[src/pkg/ppsd_defs.svh]
// offsets, field positions, reset values and counts of the swallow divider
`ifndef PPSD_DEFS_SVH
`define PPSD_DEFS_SVH

// ----------------------------------------------------------------------
// register offsets
// ----------------------------------------------------------------------
`define PPSD_OFF_SET      12'h000
`define PPSD_OFF_CTRL     12'h004
`define PPSD_OFF_STAT     12'h008

// ----------------------------------------------------------------------
// reset values
// ----------------------------------------------------------------------
`define PPSD_SET_RST      18'h0_0000
`define PPSD_CTRL_RST     3'h0

// ----------------------------------------------------------------------
// field positions
// ----------------------------------------------------------------------
`define PPSD_CTRL_SIMPLE  0
`define PPSD_CTRL_PSZ_LO  1
`define PPSD_CTRL_PSZ_HI  2
`define PPSD_SET_BCD      17
`define PPSD_STAT_MODSEL  0
`define PPSD_STAT_PULSE   1
`define PPSD_STAT_RUN     2
`define PPSD_STAT_ZERR    3
`define PPSD_STAT_RERR    4
`define PPSD_STAT_CNT_LO  16

// ----------------------------------------------------------------------
// counts and limits
// ----------------------------------------------------------------------
`define PPSD_PULSE_W      3'h4
`define PPSD_MIN_RATIO    16'h0005
`define PPSD_BCD_MAX      4'h9
`define PPSD_ZMASK_64     18'h0_0040
`define PPSD_ZMASK_32     18'h0_0060
`define PPSD_ZMASK_16     18'h0_0070

`endif

[src/pkg/ppsd_pkg.sv]
// types shared by the swallow divider
`default_nettype none

package ppsd_pkg;

	// ------------------------------------------------------------------
	// prescaler size and control
	// ------------------------------------------------------------------
	typedef enum logic [1:0] {
		PPSD_P128 = 2'h0,
		PPSD_P64  = 2'h1,
		PPSD_P32  = 2'h2,
		PPSD_P16  = 2'h3
	} ppsd_psize_t;

	typedef struct packed {
		ppsd_psize_t psize;
		logic        simple;
	} ppsd_ctrl_t;

	// ------------------------------------------------------------------
	// decoded ratio and sequencer state
	// ------------------------------------------------------------------
	typedef struct packed {
		logic        ok;
		logic [15:0] n;
		logic [6:0]  a;
	} ppsd_ratio_t;

	typedef enum logic [1:0] {
		PPSD_ST_IDLE = 2'b01,
		PPSD_ST_RUN  = 2'b10
	} ppsd_state_t;

endpackage

`default_nettype wire

[src/rtl/ppsd_divider.sv]
// pin programmed swallow divider with apb setting registers
//
// Local design decisions: the APB slave port and the register addresses.
`timescale 1ns/100ps
`default_nettype none
`include "ppsd_defs.svh"

module ppsd_divider #(
	parameter int SWAL_W = 7,
	parameter int MAIN_W = 11
) (
	// clock and reset
	input  wire logic        pclk,
	input  wire logic        presetn,
	// apb slave
	input  wire logic        psel,
	input  wire logic        penable,
	input  wire logic        pwrite,
	input  wire logic [11:0] paddr,
	input  wire logic [31:0] pwdata,
	output logic      [31:0] prdata,
	output logic             pready,
	output logic             pslverr,
	// prescaler link
	input  wire logic        prescaled_in,
	output logic             modulus_select_out,
	output logic             divided_pulse_out
);
	import ppsd_pkg::*;

	// ------------------------------------------------------------------
	// elaboration check
	// ------------------------------------------------------------------
	// the eighteen setting weights are fixed by the pin layout
	if (SWAL_W != 7 || MAIN_W != 11) begin : g_bad_width
		$error("ppsd_divider: counter widths must be 7 and 11");
	end

	// ------------------------------------------------------------------
	// functions
	// ------------------------------------------------------------------
	function automatic logic [17:0] zmask(input ppsd_psize_t p);
		unique case (p)
			PPSD_P64: zmask = `PPSD_ZMASK_64;
			PPSD_P32: zmask = `PPSD_ZMASK_32;
			PPSD_P16: zmask = `PPSD_ZMASK_16;
			PPSD_P128: zmask = 18'h0_0000;
		endcase
	endfunction

	function automatic logic digit_ok(input logic [3:0] d);
		digit_ok = (d <= `PPSD_BCD_MAX);
	endfunction

	function automatic ppsd_ratio_t decode(input logic [17:0] s, input ppsd_ctrl_t c);
		ppsd_ratio_t r;
		r = '0;
		if (!c.simple) begin
			r.a = s[6:0];
			r.n = {5'h00, s[17:7]};
			r.ok = (r.n > {9'h000, r.a});
		end else if (s[`PPSD_SET_BCD]) begin
			r.n = 16'(s[3:0]) + 16'(s[7:4]) * 16'h000a
				+ 16'(s[11:8]) * 16'h0064
				+ 16'(s[15:12]) * 16'h03e8;
			r.ok = digit_ok(s[3:0]) && digit_ok(s[7:4]) && digit_ok(s[11:8])
				&& (r.n >= `PPSD_MIN_RATIO);
		end else begin
			r.n = s[15:0];
			r.ok = (r.n >= `PPSD_MIN_RATIO);
		end
		decode = r;
	endfunction

	// ------------------------------------------------------------------
	// registers and state
	// ------------------------------------------------------------------
	logic [17:0] set_r;
	ppsd_ctrl_t  ctrl_r;
	ppsd_state_t st_r;
	ppsd_state_t st_nxt;
	logic [15:0] n_r;
	logic [15:0] n_nxt;
	logic [6:0]  a_r;
	logic [6:0]  a_nxt;
	logic        simple_r;
	logic        simple_nxt;
	logic [15:0] ratio_r;
	logic [2:0]  pw_r;
	logic [2:0]  pw_nxt;
	logic        in_q_r;
	logic        in_edge;
	logic        load_c;
	logic        modsel_r;
	logic        pulse_r;
	logic        zerr_r;
	logic        rerr_r;
	logic [31:0] prdata_r;
	logic        pslverr_r;
	ppsd_ratio_t dec;

	assign dec = decode(set_r, ctrl_r);

	// ------------------------------------------------------------------
	// apb slave
	// ------------------------------------------------------------------
	// zero wait states: read data is captured in the setup cycle
	logic setup_c;
	logic wr_c;
	logic hit_c;

	assign setup_c = psel && !penable;
	assign wr_c    = psel && penable && pwrite;
	assign hit_c   = (paddr == `PPSD_OFF_SET) || (paddr == `PPSD_OFF_CTRL)
		|| (paddr == `PPSD_OFF_STAT);
	assign pready  = 1'b1;
	assign prdata  = prdata_r;
	assign pslverr = pslverr_r;

	always_ff @(posedge pclk or negedge presetn) begin
		if (!presetn) begin
			prdata_r  <= 32'h0000_0000;
			pslverr_r <= 1'b0;
		end else if (setup_c) begin
			pslverr_r <= !hit_c || (pwrite && paddr == `PPSD_OFF_STAT);
			prdata_r  <= 32'h0000_0000;
			if (!pwrite) begin
				unique case (paddr)
					`PPSD_OFF_SET:  prdata_r <= {14'h0000, set_r};
					`PPSD_OFF_CTRL: prdata_r <= {29'h0000_0000, ctrl_r};
					`PPSD_OFF_STAT: prdata_r <= {n_r, 11'h000, rerr_r, zerr_r,
						st_r == PPSD_ST_RUN, pulse_r, modsel_r};
					default:        prdata_r <= 32'h0000_0000;
				endcase
			end
		end
	end

	always_ff @(posedge pclk or negedge presetn) begin
		if (!presetn) begin
			set_r  <= `PPSD_SET_RST;
			ctrl_r <= ppsd_ctrl_t'(`PPSD_CTRL_RST);
		end else if (wr_c && paddr == `PPSD_OFF_SET) begin
			set_r <= pwdata[17:0];
		end else if (wr_c && paddr == `PPSD_OFF_CTRL) begin
			ctrl_r <= ppsd_ctrl_t'(pwdata[`PPSD_CTRL_PSZ_HI:`PPSD_CTRL_SIMPLE]);
		end
	end

	// ------------------------------------------------------------------
	// input edge
	// ------------------------------------------------------------------
	// prescaler output is synchronous; one rising edge is one period
	always_ff @(posedge pclk or negedge presetn) begin
		if (!presetn) begin
			in_q_r <= 1'b0;
		end else begin
			in_q_r <= prescaled_in;
		end
	end

	assign in_edge = prescaled_in && !in_q_r;
	assign load_c  = in_edge && dec.ok && (st_r == PPSD_ST_IDLE || n_r == 16'h0000);

	// ------------------------------------------------------------------
	// sequencer
	// ------------------------------------------------------------------
	always_comb begin
		st_nxt     = st_r;
		n_nxt      = n_r;
		a_nxt      = a_r;
		simple_nxt = simple_r;
		pw_nxt     = pw_r;
		if (load_c) begin
			st_nxt     = PPSD_ST_RUN;
			n_nxt      = dec.n - 16'h0001;
			a_nxt      = dec.a;
			simple_nxt = ctrl_r.simple;
			pw_nxt     = `PPSD_PULSE_W;
		end else if (in_edge) begin
			if (pw_r != 3'h0) begin
				pw_nxt = pw_r - 3'h1;
			end
			unique case (st_r)
				PPSD_ST_IDLE: begin
					st_nxt = PPSD_ST_IDLE;
				end
				PPSD_ST_RUN: begin
					if (n_r == 16'h0000) begin
						// a bad setting halts at the boundary
						st_nxt = PPSD_ST_IDLE;
					end else begin
						n_nxt = n_r - 16'h0001;
						if (a_r != 7'h00) begin
							a_nxt = a_r - 7'h01;
						end
					end
				end
				default: st_nxt = PPSD_ST_IDLE;
			endcase
		end
	end

	always_ff @(posedge pclk or negedge presetn) begin
		if (!presetn) begin
			st_r     <= PPSD_ST_IDLE;
			n_r      <= 16'h0000;
			a_r      <= 7'h00;
			simple_r <= 1'b0;
		end else begin
			st_r     <= st_nxt;
			n_r      <= n_nxt;
			a_r      <= a_nxt;
			simple_r <= simple_nxt;
		end
	end

	always_ff @(posedge pclk or negedge presetn) begin
		if (!presetn) begin
			ratio_r <= 16'h0000;
		end else if (load_c) begin
			ratio_r <= dec.n;
		end
	end

	// ------------------------------------------------------------------
	// outputs
	// ------------------------------------------------------------------
	// select stays at P when idle or simple so a prescaler never sees P+1 alone
	always_ff @(posedge pclk or negedge presetn) begin
		if (!presetn) begin
			modsel_r <= 1'b1;
		end else begin
			modsel_r <= (st_nxt != PPSD_ST_RUN) || simple_nxt || (a_nxt == 7'h00);
		end
	end

	always_ff @(posedge pclk or negedge presetn) begin
		if (!presetn) begin
			pw_r    <= 3'h0;
			pulse_r <= 1'b0;
		end else begin
			pw_r    <= pw_nxt;
			pulse_r <= (pw_nxt != 3'h0);
		end
	end

	assign modulus_select_out = modsel_r;
	assign divided_pulse_out  = pulse_r;

	// ------------------------------------------------------------------
	// setting checks
	// ------------------------------------------------------------------
	always_ff @(posedge pclk or negedge presetn) begin
		if (!presetn) begin
			zerr_r <= 1'b0;
			rerr_r <= 1'b0;
		end else begin
			zerr_r <= !ctrl_r.simple && ((set_r & zmask(ctrl_r.psize)) != 18'h0_0000);
			rerr_r <= !dec.ok;
		end
	end

	// ------------------------------------------------------------------
	// assertions
	// ------------------------------------------------------------------
	logic [2:0]  pw_seen_r;
	logic [15:0] per_cnt_r;

	always_ff @(posedge pclk or negedge presetn) begin
		if (!presetn) begin
			pw_seen_r <= 3'h0;
			per_cnt_r <= 16'h0000;
		end else begin
			pw_seen_r <= !pulse_r ? 3'h0 : pw_seen_r + {2'h0, in_edge};
			per_cnt_r <= load_c ? 16'h0001 : per_cnt_r + {15'h0000, in_edge};
		end
	end

	simple_sel_a: assert property (@(posedge pclk) disable iff (!presetn)
		(st_r == PPSD_ST_RUN && simple_r) |-> modulus_select_out)
		else $error("select not at P in simple mode");

	swallow_sel_a: assert property (@(posedge pclk) disable iff (!presetn)
		(st_r == PPSD_ST_RUN && !simple_r) |-> (modulus_select_out == (a_r == 7'h00)))
		else $error("select does not follow swallow count");

	swal_order_a: assert property (@(posedge pclk) disable iff (!presetn)
		(st_r == PPSD_ST_RUN && !simple_r) |-> ({9'h000, a_r} <= n_r))
		else $error("swallow count outran main count");

	swal_load_a: assert property (@(posedge pclk) disable iff (!presetn)
		(load_c && !ctrl_r.simple) |=> (a_r == $past(set_r[6:0]))
		&& (n_r == {5'h00, $past(set_r[17:7])} - 16'h0001))
		else $error("swallow counters loaded wrong");

	pulse_width_a: assert property (@(posedge pclk) disable iff (!presetn)
		$fell(divided_pulse_out) |-> (pw_seen_r == 3'h4))
		else $error("pulse not four input cycles");

	period_a: assert property (@(posedge pclk) disable iff (!presetn)
		(st_r == PPSD_ST_RUN && in_edge && n_r == 16'h0000) |-> (per_cnt_r == ratio_r))
		else $error("period differs from ratio");

	reload_a: assert property (@(posedge pclk) disable iff (!presetn)
		(in_edge && st_r == PPSD_ST_RUN && n_r == 16'h0000 && dec.ok)
		|=> (st_r == PPSD_ST_RUN) && (n_r == $past(dec.n) - 16'h0001) ##1 divided_pulse_out)
		else $error("no reload at boundary");

	bcd_halt_a: assert property (@(posedge pclk) disable iff (!presetn)
		(in_edge && st_r == PPSD_ST_IDLE && ctrl_r.simple && set_r[`PPSD_SET_BCD]
		&& set_r[3:0] > `PPSD_BCD_MAX) |=> (st_r == PPSD_ST_IDLE))
		else $error("bad bcd digit started counting");

	bin_min_a: assert property (@(posedge pclk) disable iff (!presetn)
		(in_edge && st_r == PPSD_ST_IDLE && ctrl_r.simple && !set_r[`PPSD_SET_BCD]
		&& set_r[15:0] < `PPSD_MIN_RATIO) |=> (st_r == PPSD_ST_IDLE))
		else $error("binary ratio below five started");

	zero_bits_a: assert property (@(posedge pclk) disable iff (!presetn)
		(!ctrl_r.simple && ctrl_r.psize == PPSD_P32 && set_r[5]) |=> zerr_r)
		else $error("held-zero bit not flagged");

	swal_pulse_c: cover property (@(posedge pclk) disable iff (!presetn)
		!simple_r && $rose(divided_pulse_out));
	bin_pulse_c: cover property (@(posedge pclk) disable iff (!presetn)
		simple_r && !set_r[`PPSD_SET_BCD] && $rose(divided_pulse_out));
	bcd_pulse_c: cover property (@(posedge pclk) disable iff (!presetn)
		simple_r && set_r[`PPSD_SET_BCD] && $rose(divided_pulse_out));
	halt_c: cover property (@(posedge pclk) disable iff (!presetn)
		$fell(st_r == PPSD_ST_RUN));

endmodule

`default_nettype wire

[config.mk]
export PLATFORM = sky130hd
export DESIGN_NAME = ppsd_divider
export DESIGN_NICKNAME = d
export VERILOG_FILES = /design/src/pkg/ppsd_pkg.sv /design/src/rtl/ppsd_divider.sv
export VERILOG_INCLUDE_DIRS = /design/src /design/src/pkg
export SDC_FILE = /design/constraint.sdc
export NUM_CORES = 1
export LEC_CHECK = 0
export BUFFER_PORTS_ARGS = -buffer_cell sky130_fd_sc_hd__buf_4
export CORE_MARGIN = 3
export CORE_UTILIZATION = 56
export CTS_CLUSTER_SIZE = 12
export DETAILED_ROUTE_END_ITERATION = 8
export GPL_ROUTABILITY_DRIVEN = 0
export HOLD_SLACK_MARGIN = 0.06
export PLACE_DENSITY_LB_ADDON = 0.2
export SLEW_MARGIN = 25
export SYNTH_ARGS = -nofsm -noshare
export SYNTH_HDL_FRONTEND = slang
export SYNTH_SLANG_ARGS = --single-unit
[constraint.sdc]
create_clock -name pclk -period 9.6 [get_ports pclk]
set_clock_uncertainty 0.05 [all_clocks]
set_input_delay 0.48 -clock pclk [delete_from_list [all_inputs] [get_ports pclk]]
set_output_delay 0.48 -clock pclk [all_outputs]
set_load 0.1 [all_outputs]
* After elaboration in Yosys (flattened, before gate mapping)
Index checks and enable logic that the tools add are counted.
Storage, ports and cells: word-level logic and storage cells 101, output and inout bits 36, memories 0, ROM bits 0, register bits 88, latch bits 0, memory bits (writable) 0
Cells by class: bitwise logic cells 2, magnitude comparators 6, multipliers 3, reductions and logical operators 36, div/mod/pow operators 0, add/subtract/negate cells 7, shifts and indexed selects 0, eq/ne operators 9, muxes and demuxes 23
Operators by type and width (number):
- $pmux 32 s3 | 1
- $pmux 18 s4 | 1
- $mux 16 | 4
- $mux 7 | 6
- $mux 17 | 2
- $mux 32 | 1
- $sub 16x1->16 const B | 2
- $and 18x18->18 | 1
- $reduce_bool 18->1 | 1
- $ge 16x3->1 const B | 1
- $logic_not 16->1 | 1
- $add 12x14->15 | 1
- $ge 15x3->1 const B | 1
- $logic_and 1x1->1 | 13
- $add 9x11->12 | 1
- $eq 12x3->1 const B | 1
- $eq 12x4->1 const B | 1
- $le 4x4->1 const B | 3
- $logic_not 12->1 | 1
- $gt 11x7->1 | 1
- $mul 4x7->11 const B | 1
- $add 4x8->9 | 1
- $mul 4x5->9 const B | 1
- $mux 3 | 3
- other kinds (18) | 36

* Longest topological paths before layout
Gate-level depths: netlist of run 1.
depth in word-level cells 14, mapped depth 33, depth with buffers taken out 29

* Worst setup path after synthesis of run 1
No wires, ideal clock.
path type register to register, start point register set_r[13], end point register n_r[12], data required time 9.424 ns, arrival 6.547 ns, stages on the path, launching flop included 32, clock period less this slack 6.723 ns, path slack 2.877 ns, library setup time 0.126 ns, path through dfrtp_1 > fa_1 > inv_1 > fa_1 > inv_1 > ha_1 > inv_1 > nor2_1 > o21ai_0 > nand2_1 > xnor2_1 > ha_1 > ha_1 > ha_1 > buf_2 > a2111oi_4 > a211oi_2 > nor2_1 > mux2i_1 > o41ai_2 > a21bo_2 > buf_6 > buf_4 > mux2i_1 > ha_1 > clkbuf_1 > nand4_1 > nor4_1 > nand3b_1 > xor2_1 > o21ai_1 > a2bb2oi_1
Between the ends: word-level cells in the longest chain between the ends 10, elaborated cells between the ends (all ways) 16, those cells by class add/sub (2); mul (1); order compare (3); eq/ne (1); mux (3); reduce/logical (6)
Ends and longest elaborated chain:
- from (decl) | RTL line ppsd_divider.sv:78 | logic [17:0] set_r;
- from (signal assigned) | RTL line ppsd_divider.sv:141 | set_r <= `PPSD_SET_RST;
- from (signal assigned) | RTL line ppsd_divider.sv:144 | set_r <= pwdata[17:0];
- $mul 4x7->11 | RTL line ppsd_divider.sv:65 | + 16'(s[15:12]) * 16'h03e8;
- $add 12x14->15 | RTL line ppsd_divider.sv:65
- $ge 15x3->1 (no line)
- $logic_and 1x1->1 | RTL line ppsd_divider.sv:66 | r.ok = digit_ok(s[3:0]) && digit_ok(s[7:4]) && digit_ok(s[11:8])
- $mux 17 | RTL line ppsd_divider.sv:62 | end else if (s[`PPSD_SET_BCD]) begin
- $mux 17 (*) | RTL line ppsd_divider.sv:58 | if (!c.simple) begin
- $logic_and 1x1->1 (2 in a row) | RTL line ppsd_divider.sv:163 | assign load_c = in_edge && dec.ok && (st_r == PPSD_ST_IDLE || n_r == 16'h0000);
- $ne 2x2->1 (no line) or $reduce_bool 2->1 (tied branches)
- $reduce_and 3->1 (no line)
- to (signal assigned) | RTL line ppsd_divider.sv:212 | n_r <= n_nxt;
- to (decl) | RTL line ppsd_divider.sv:82 | logic [15:0] n_r;
Mark *: on every way between the ends. The rest lies on a longest branch, timed or not. A chain may end at the register's enable or synchronous reset.

* Worst setup path in the final report of run 1
Ends and elaborated chain as after synthesis.

==> results.ini, run 1 <==
[status]
status=finished clean

[synthesis]
yosys.area.top_type=dfrtp_1
synth-xor-area-share=0.0315
synth_flop_cell=dfrtp_1
yosysUniqueCellTypes=78
netlist.area_leader.share=0.312
syn_avg_cell_area_um2=9.02
synth-compound-area-share=0.205
syn_area_mm2=0.00691
synthArstFlopShare=1.00
ys_ff_latch=88
synth_top_family_by_area=compound AO/OA/AOI/OAI gates
yosys.area_share.simple=0.162
syn-instance-count=766
synth_seq_area_share=0.319
synth.most_common_cell=dfrtp_1
synthAdderAreaFrac=0.174
synthTopCellsByArea=dfrtp_1, ha_1, fa_1, nand2_1, o21ai_0
ys_top_cells_by_count=dfrtp_1, nand2_1, ha_1
synth_warnings=0
synth_edf_count=0
synth_nets=902
synthMuxAreaShare=0.0478

[routing]
via_per_inst=6.09
first_pass_iters=5
drt_iter0_drc=497
routedWlPerCell_um=18.0
drtAntennaViolNets=0
via_count=5900
wirelength_mm=17.4
route.detailed.drc=0

[timing]
drv_slew=0
grt_setup_unrepaired=no
fin_crit_sh=0.810
fmaxAchievable_mhz=129
fin_tns_setup_ns=0
final_hold_viol_count=0
setup_viol=0
min_period_ns=7.78
worst_slew_pin_slew_ns=0.997
hold-worst-slack_ns=0.202
slew_headroom=0.335

[cells_and_area]
multi_input_area_mm2=0.00430
area.sequential_mm2=0.00220
drive_gt1_frac=0.156
nNetsFinal=958
fillers=929
syn_to_final_growth_pct=12.7
antenna_cells=0

[cts]
path_clk_slew_ns=0.06
tritoncts=built
cts_buffers=9
htreeDepth=3
clock_path_buffers=2
clockRootBuffer=clkbuf_16
clk_latency_ns=0.35
cts.sink_count=88

[critical_path]
critPathSlowestCell=fa_1
arrival_ns=7.91
critPathMaxFanout=19
cp-start-kind=register
timing.critical_path.mode_cell=ha_1
slowest_delay_ns=0.68
cp.required_ns=9.74
worstSetupPathType=reg -> reg
critPathCaptureType=register

[grt]
overflow=0
antenna_found_initial=0
grt_start_max_net_pins=66
grt_pass1_wl_mm=28.5
grt_pass1_vias=5894
grt_usage=0.265

[floorplan]
placementRows=39
ios=86
core_mm2=0.0117
dieArea_mm2=0.0137
die_x_um=117
die_h_um=117
start_util=0.590

[flow_run]
cap_viol_max_count=0

[power_and_ir_drop]
pwr_density_cell_mw_per_mm2=151
power_mw=1.18
power_leakage_nw=3.68
ir_worst_vdd_mv=0.141

[place]
hpwl_mm=13.1
place.port_buffers=70

[min_path]
hp-class=in -> reg

[repair_timing]
item | CTS | global route
hold buffers | 1 | 0
setup buffers | 0 | 0
endpoints found under the hold margin | 23 | 0
resized for setup | 0 | 0
[cell usage in the layout, fill, tap and decap left out, drive strengths merged, types with 13 or more instances in the layout]
master	netlist	routed
ha	69	69
a22o	27	27
inv	67	67
fa	17	17
clkbuf	20	13
nand2	85	85
mux2i	18	18
mux2	13	13
nor2	63	63
xnor2	16	16
dfrtp	86	86
nor3	17	17
a21oi	42	42
nand3	15	15
o21ai	61	61
buf	12	76
[area by class of cell]
type | instances | area share
clock buffers | 13 | 0.0334
multi-input cells | 579 | 0.552
inverters | 67 | 0.0323
flip-flops and latches | 88 | 0.283
well taps | 143 | 0.0230
repair buffers | 77 | 0.0746
clock inverters | 2 | 0.00193
[through the flow]
| step | instance area [um^2] | cells | util | worst slack, ns |
|---|---|---|---|---|
| after floorplan | 6910 | 766 | - | 2.88 |
| after global placement | 7500 | 953 | 0.640 | 2.25 |
| after detailed placement | 7500 | 953 | 0.640 | 1.99 |
| after CTS | 7780 | 969 | 0.665 | 1.94 |
| after global routing | 7790 | 969 | 0.665 | 1.27 |
| final | 7790 | 969 | 0.665 | 1.82 |
[final timing paths]
kind                              start          to  slack (ns)  cells after the start
max in group asynchronous       presetn  prdata[28]        7.86                      3
max                           set_r[13]     n_r[12]        1.82                     28
max reg2reg                   set_r[13]     n_r[12]        1.82                     28
min in group asynchronous       presetn   prdata[8]        0.52                      2
min reg2reg                   prdata[2]   prdata[2]        0.43                      2
min                        prescaled_in      in_q_r        0.20                      1
[worst max-delay path: cells and delay by family (launching register included)]
family	cells	cell delay, ns
AOI/OAI and AO/OA	8	2.00
xor gates and xnor gates	2	0.32
adders and majority gates	7	2.97
buffers and inverters	3	0.23
DFF	1	0.58
muxes	2	0.39
and+or+nand+nor	6	1.07
[logic make-up after synthesis]
logic type / Yosys count
muxes: 31
AOI/OAI and AO/OA: 202
adders and majority gates: 86
DFF: 88
xor gates and xnor gates: 24
buffers and inverters: 99
and+or+nand+nor: 235
other: 1
[state kept, by name, summed over array words and instances (netlist names)]
register	cells
ctrl_r	3
st_r	2
n_r	16
in_q_r	1
prdata	32
simple_r	1
modulus_select_out	1
divided_pulse_out	1
rerr_r	1
zerr_r	1
set_r	18
pw_r	3
pslverr	1
a_r	7
[report_power, final]
group          internal (mW)  switching (mW)  total [mW]
Clock                  0.188           0.142       0.330
Sequential             0.427          0.0689       0.496
Combinational          0.141           0.211       0.353
[per-layer routing]
layer | vias up | track usage | wire (um)
met1 | 2872 | 0.351 | 7810
met5 | - | 0 | 0
li1 | 2813 | - | -
met2 | 178 | 0.444 | 8390
met4 | 0 | 0.0864 | 408
met3 | 37 | 0.0432 | 802
No activity file was read; power rests on OpenSTA's default activity.
==> inputs of run 2 (changes only) <==
--- a/config.mk
+++ b/config.mk
@@ -8,7 +8,7 @@
 export LEC_CHECK = 0
 export BUFFER_PORTS_ARGS = -buffer_cell sky130_fd_sc_hd__buf_4
 export CORE_MARGIN = 3
-export CORE_UTILIZATION = 56
+export CORE_UTILIZATION = 54
 export CTS_CLUSTER_SIZE = 12
 export DETAILED_ROUTE_END_ITERATION = 8
 export GPL_ROUTABILITY_DRIVEN = 0
==> constraint.sdc (replaced) <==
create_clock -name pclk -period 6.59 [get_ports pclk]
set_clock_uncertainty 0.05 [all_clocks]
set_input_delay 0.3295 -clock pclk [delete_from_list [all_inputs] [get_ports pclk]]
set_output_delay 0.3295 -clock pclk [all_outputs]
set_load 0.1 [all_outputs]
==> results.ini, run 2 (synthesis results as in run 1) <==
[grt]
grt_pass1_wl_mm=30.2
overflow=0
grt_start_max_net_pins=70
antenna_found_initial=0
grt_usage=0.261
grt_pass1_vias=6262

[cts]
tritoncts=built
clock_path_buffers=2
clockRootBuffer=clkbuf_16
htreeDepth=3
clk_latency_ns=0.35
path_clk_slew_ns=0.07
cts_buffers=9
cts.sink_count=88

[floorplan]
start_util=0.563
core_mm2=0.0123
ios=86
die_x_um=119
die_h_um=119
dieArea_mm2=0.0142
placementRows=40

[timing]
drv_slew=0
worst_slew_pin_slew_ns=1.08
final_hold_viol_count=0
fmaxAchievable_mhz=154
fin_crit_sh=0.982
hold-worst-slack_ns=0.141
setup_viol=0
setup_slack_ns=0.117
slew_headroom=0.279
min_period_ns=6.47

[critical_path]
timing.critical_path.mode_cell=ha_4
critPathSlowestCell=fa_1
ff2ff_setup_slack_ns=0.12
critPathMaxFanout=4
cp.required_ns=6.77
cp-start-kind=register
arrival_ns=6.65
reg2reg_from=set_r[13]
reg2reg_to=n_r[14]
r2r_cells=28
worstSetupPathType=reg -> reg
critPathCaptureType=register
slowest_delay_ns=0.60

[cells_and_area]
syn_to_final_growth_pct=20.0
area.sequential_mm2=0.00220
antenna_cells=0
fin_cells=1029
multi_input_area_mm2=0.00448
nNetsFinal=992
drive_gt1_frac=0.213
layout_commonest_cell=buf_4
final_util=0.676
largest_reg_flops=32
final_cell_mix=buf_4, dfrtp_1, nand2_1
fillers=954

[power_and_ir_drop]
power_mw=1.83
comb_power_share=0.314
p_seq_frac=0.398
switching_share=0.348
pwr_density_cell_mw_per_mm2=220
p_switching_mw=0.637
power_leakage_nw=3.88
p_int_mw=1.19
clkPwrFrac=0.288
ir_worst_vdd_mv=0.196

[min_path]
hold_path_depth=3
hold_path_end=set_r[6]
holdCritStartpoint=pwdata[6]
hp-class=in -> reg

[routing]
first_pass_iters=5
drtAntennaViolNets=0
via_count=6158
drt_iter0_drc=536
route.detailed.drc=0
wirelength_mm=18.5
routedWlPerCell_um=18.0
via_per_inst=5.98

[status]
status=finished clean

[place]
post-place-ws_ns=-0.0290
hpwl_mm=13.5
place.port_buffers=70
dp_cells=991

[flow_run]
cap_viol_max_count=0

==> run 2: cell count changes in the layout (fill, tap and decap cells not counted), sizes merged <==
cell,change
buf,+33
clkinv,+1
dlygate4sd3,+1
clkbuf,+1
clkinvlp,-2
bufinv,+1
==> run 2: power groups by stage <==
stage	Combinational [mW]	Sequential [mW]	Clock (mW)
2_1_floorplan	0.364	0.737	0
3_3_place_gp	0.489	0.726	0
3_5_place_dp	0.510	0.731	0
4_1_cts	0.548	0.722	0.532
5_1_grt	0.633	0.738	0.555
6_report	0.573	0.728	0.526
==> run 2: worst max-delay path, delay by kind of cell (launching register included) <==
| kind | cells | cell delay (ns) |
|---|---|---|
| fa+ha+maj | 7 | 2.35 |
| flops | 1 | 0.41 |
| buf+inv | 4 | 0.39 |
| compound gates | 8 | 1.91 |
| xor+xnor | 2 | 0.31 |
| simple gates | 5 | 0.57 |
| mux | 2 | 0.39 |
==> run 2: repair_timing <==
item | CTS | global route
hold buffers | 2 | 0
setup buffers | 17 | 3
setup endpoints to repair | 3 | 9
pin swaps | 6 | 28
gates resized for setup | 5 | 23
endpoints found under the hold margin | 20 | 0
==> run 2: metal layers <==
layer  track usage  vias up  wire length (um)
met4         0.117        0               656
met1         0.343     2948              7920
li1              -     2887                 -
met5             0        -                 0
met3        0.0503       59              1230
met2         0.419      264              8690
==> run 2: worst max-delay path by stage <==
stage | cells after the start | end | startpoint
after CTS | 22 | n_r[14] | set_r[13]
after global routing | 28 | n_r[14] | set_r[13]
after floorplan | 31 | n_r[12] | set_r[13]
after global placement | 26 | n_r[14] | set_r[13]
final | 28 | n_r[14] | set_r[13]
after detailed placement | 27 | n_r[14] | set_r[13]
==> run 2: layout make-up <==
| type | count | share of cell area |
|---|---|---|
| clock inverter | 2 | 0.00468 |
| tap | 168 | 0.0254 |
| timing repair buffer | 111 | 0.102 |
| inverter | 67 | 0.0303 |
| multi-input combinational | 579 | 0.540 |
| sequential | 88 | 0.266 |
| clock buffer | 14 | 0.0318 |
==> run 2: through the flow <==
step | area, um^2 | TNS (ns)
after floorplan | 6920 | 0
after global placement | 7640 | 0
after detailed placement | 7640 | -0.0367
after CTS | 8110 | 0
after global routing | 8290 | -0.264
final | 8290 | 0
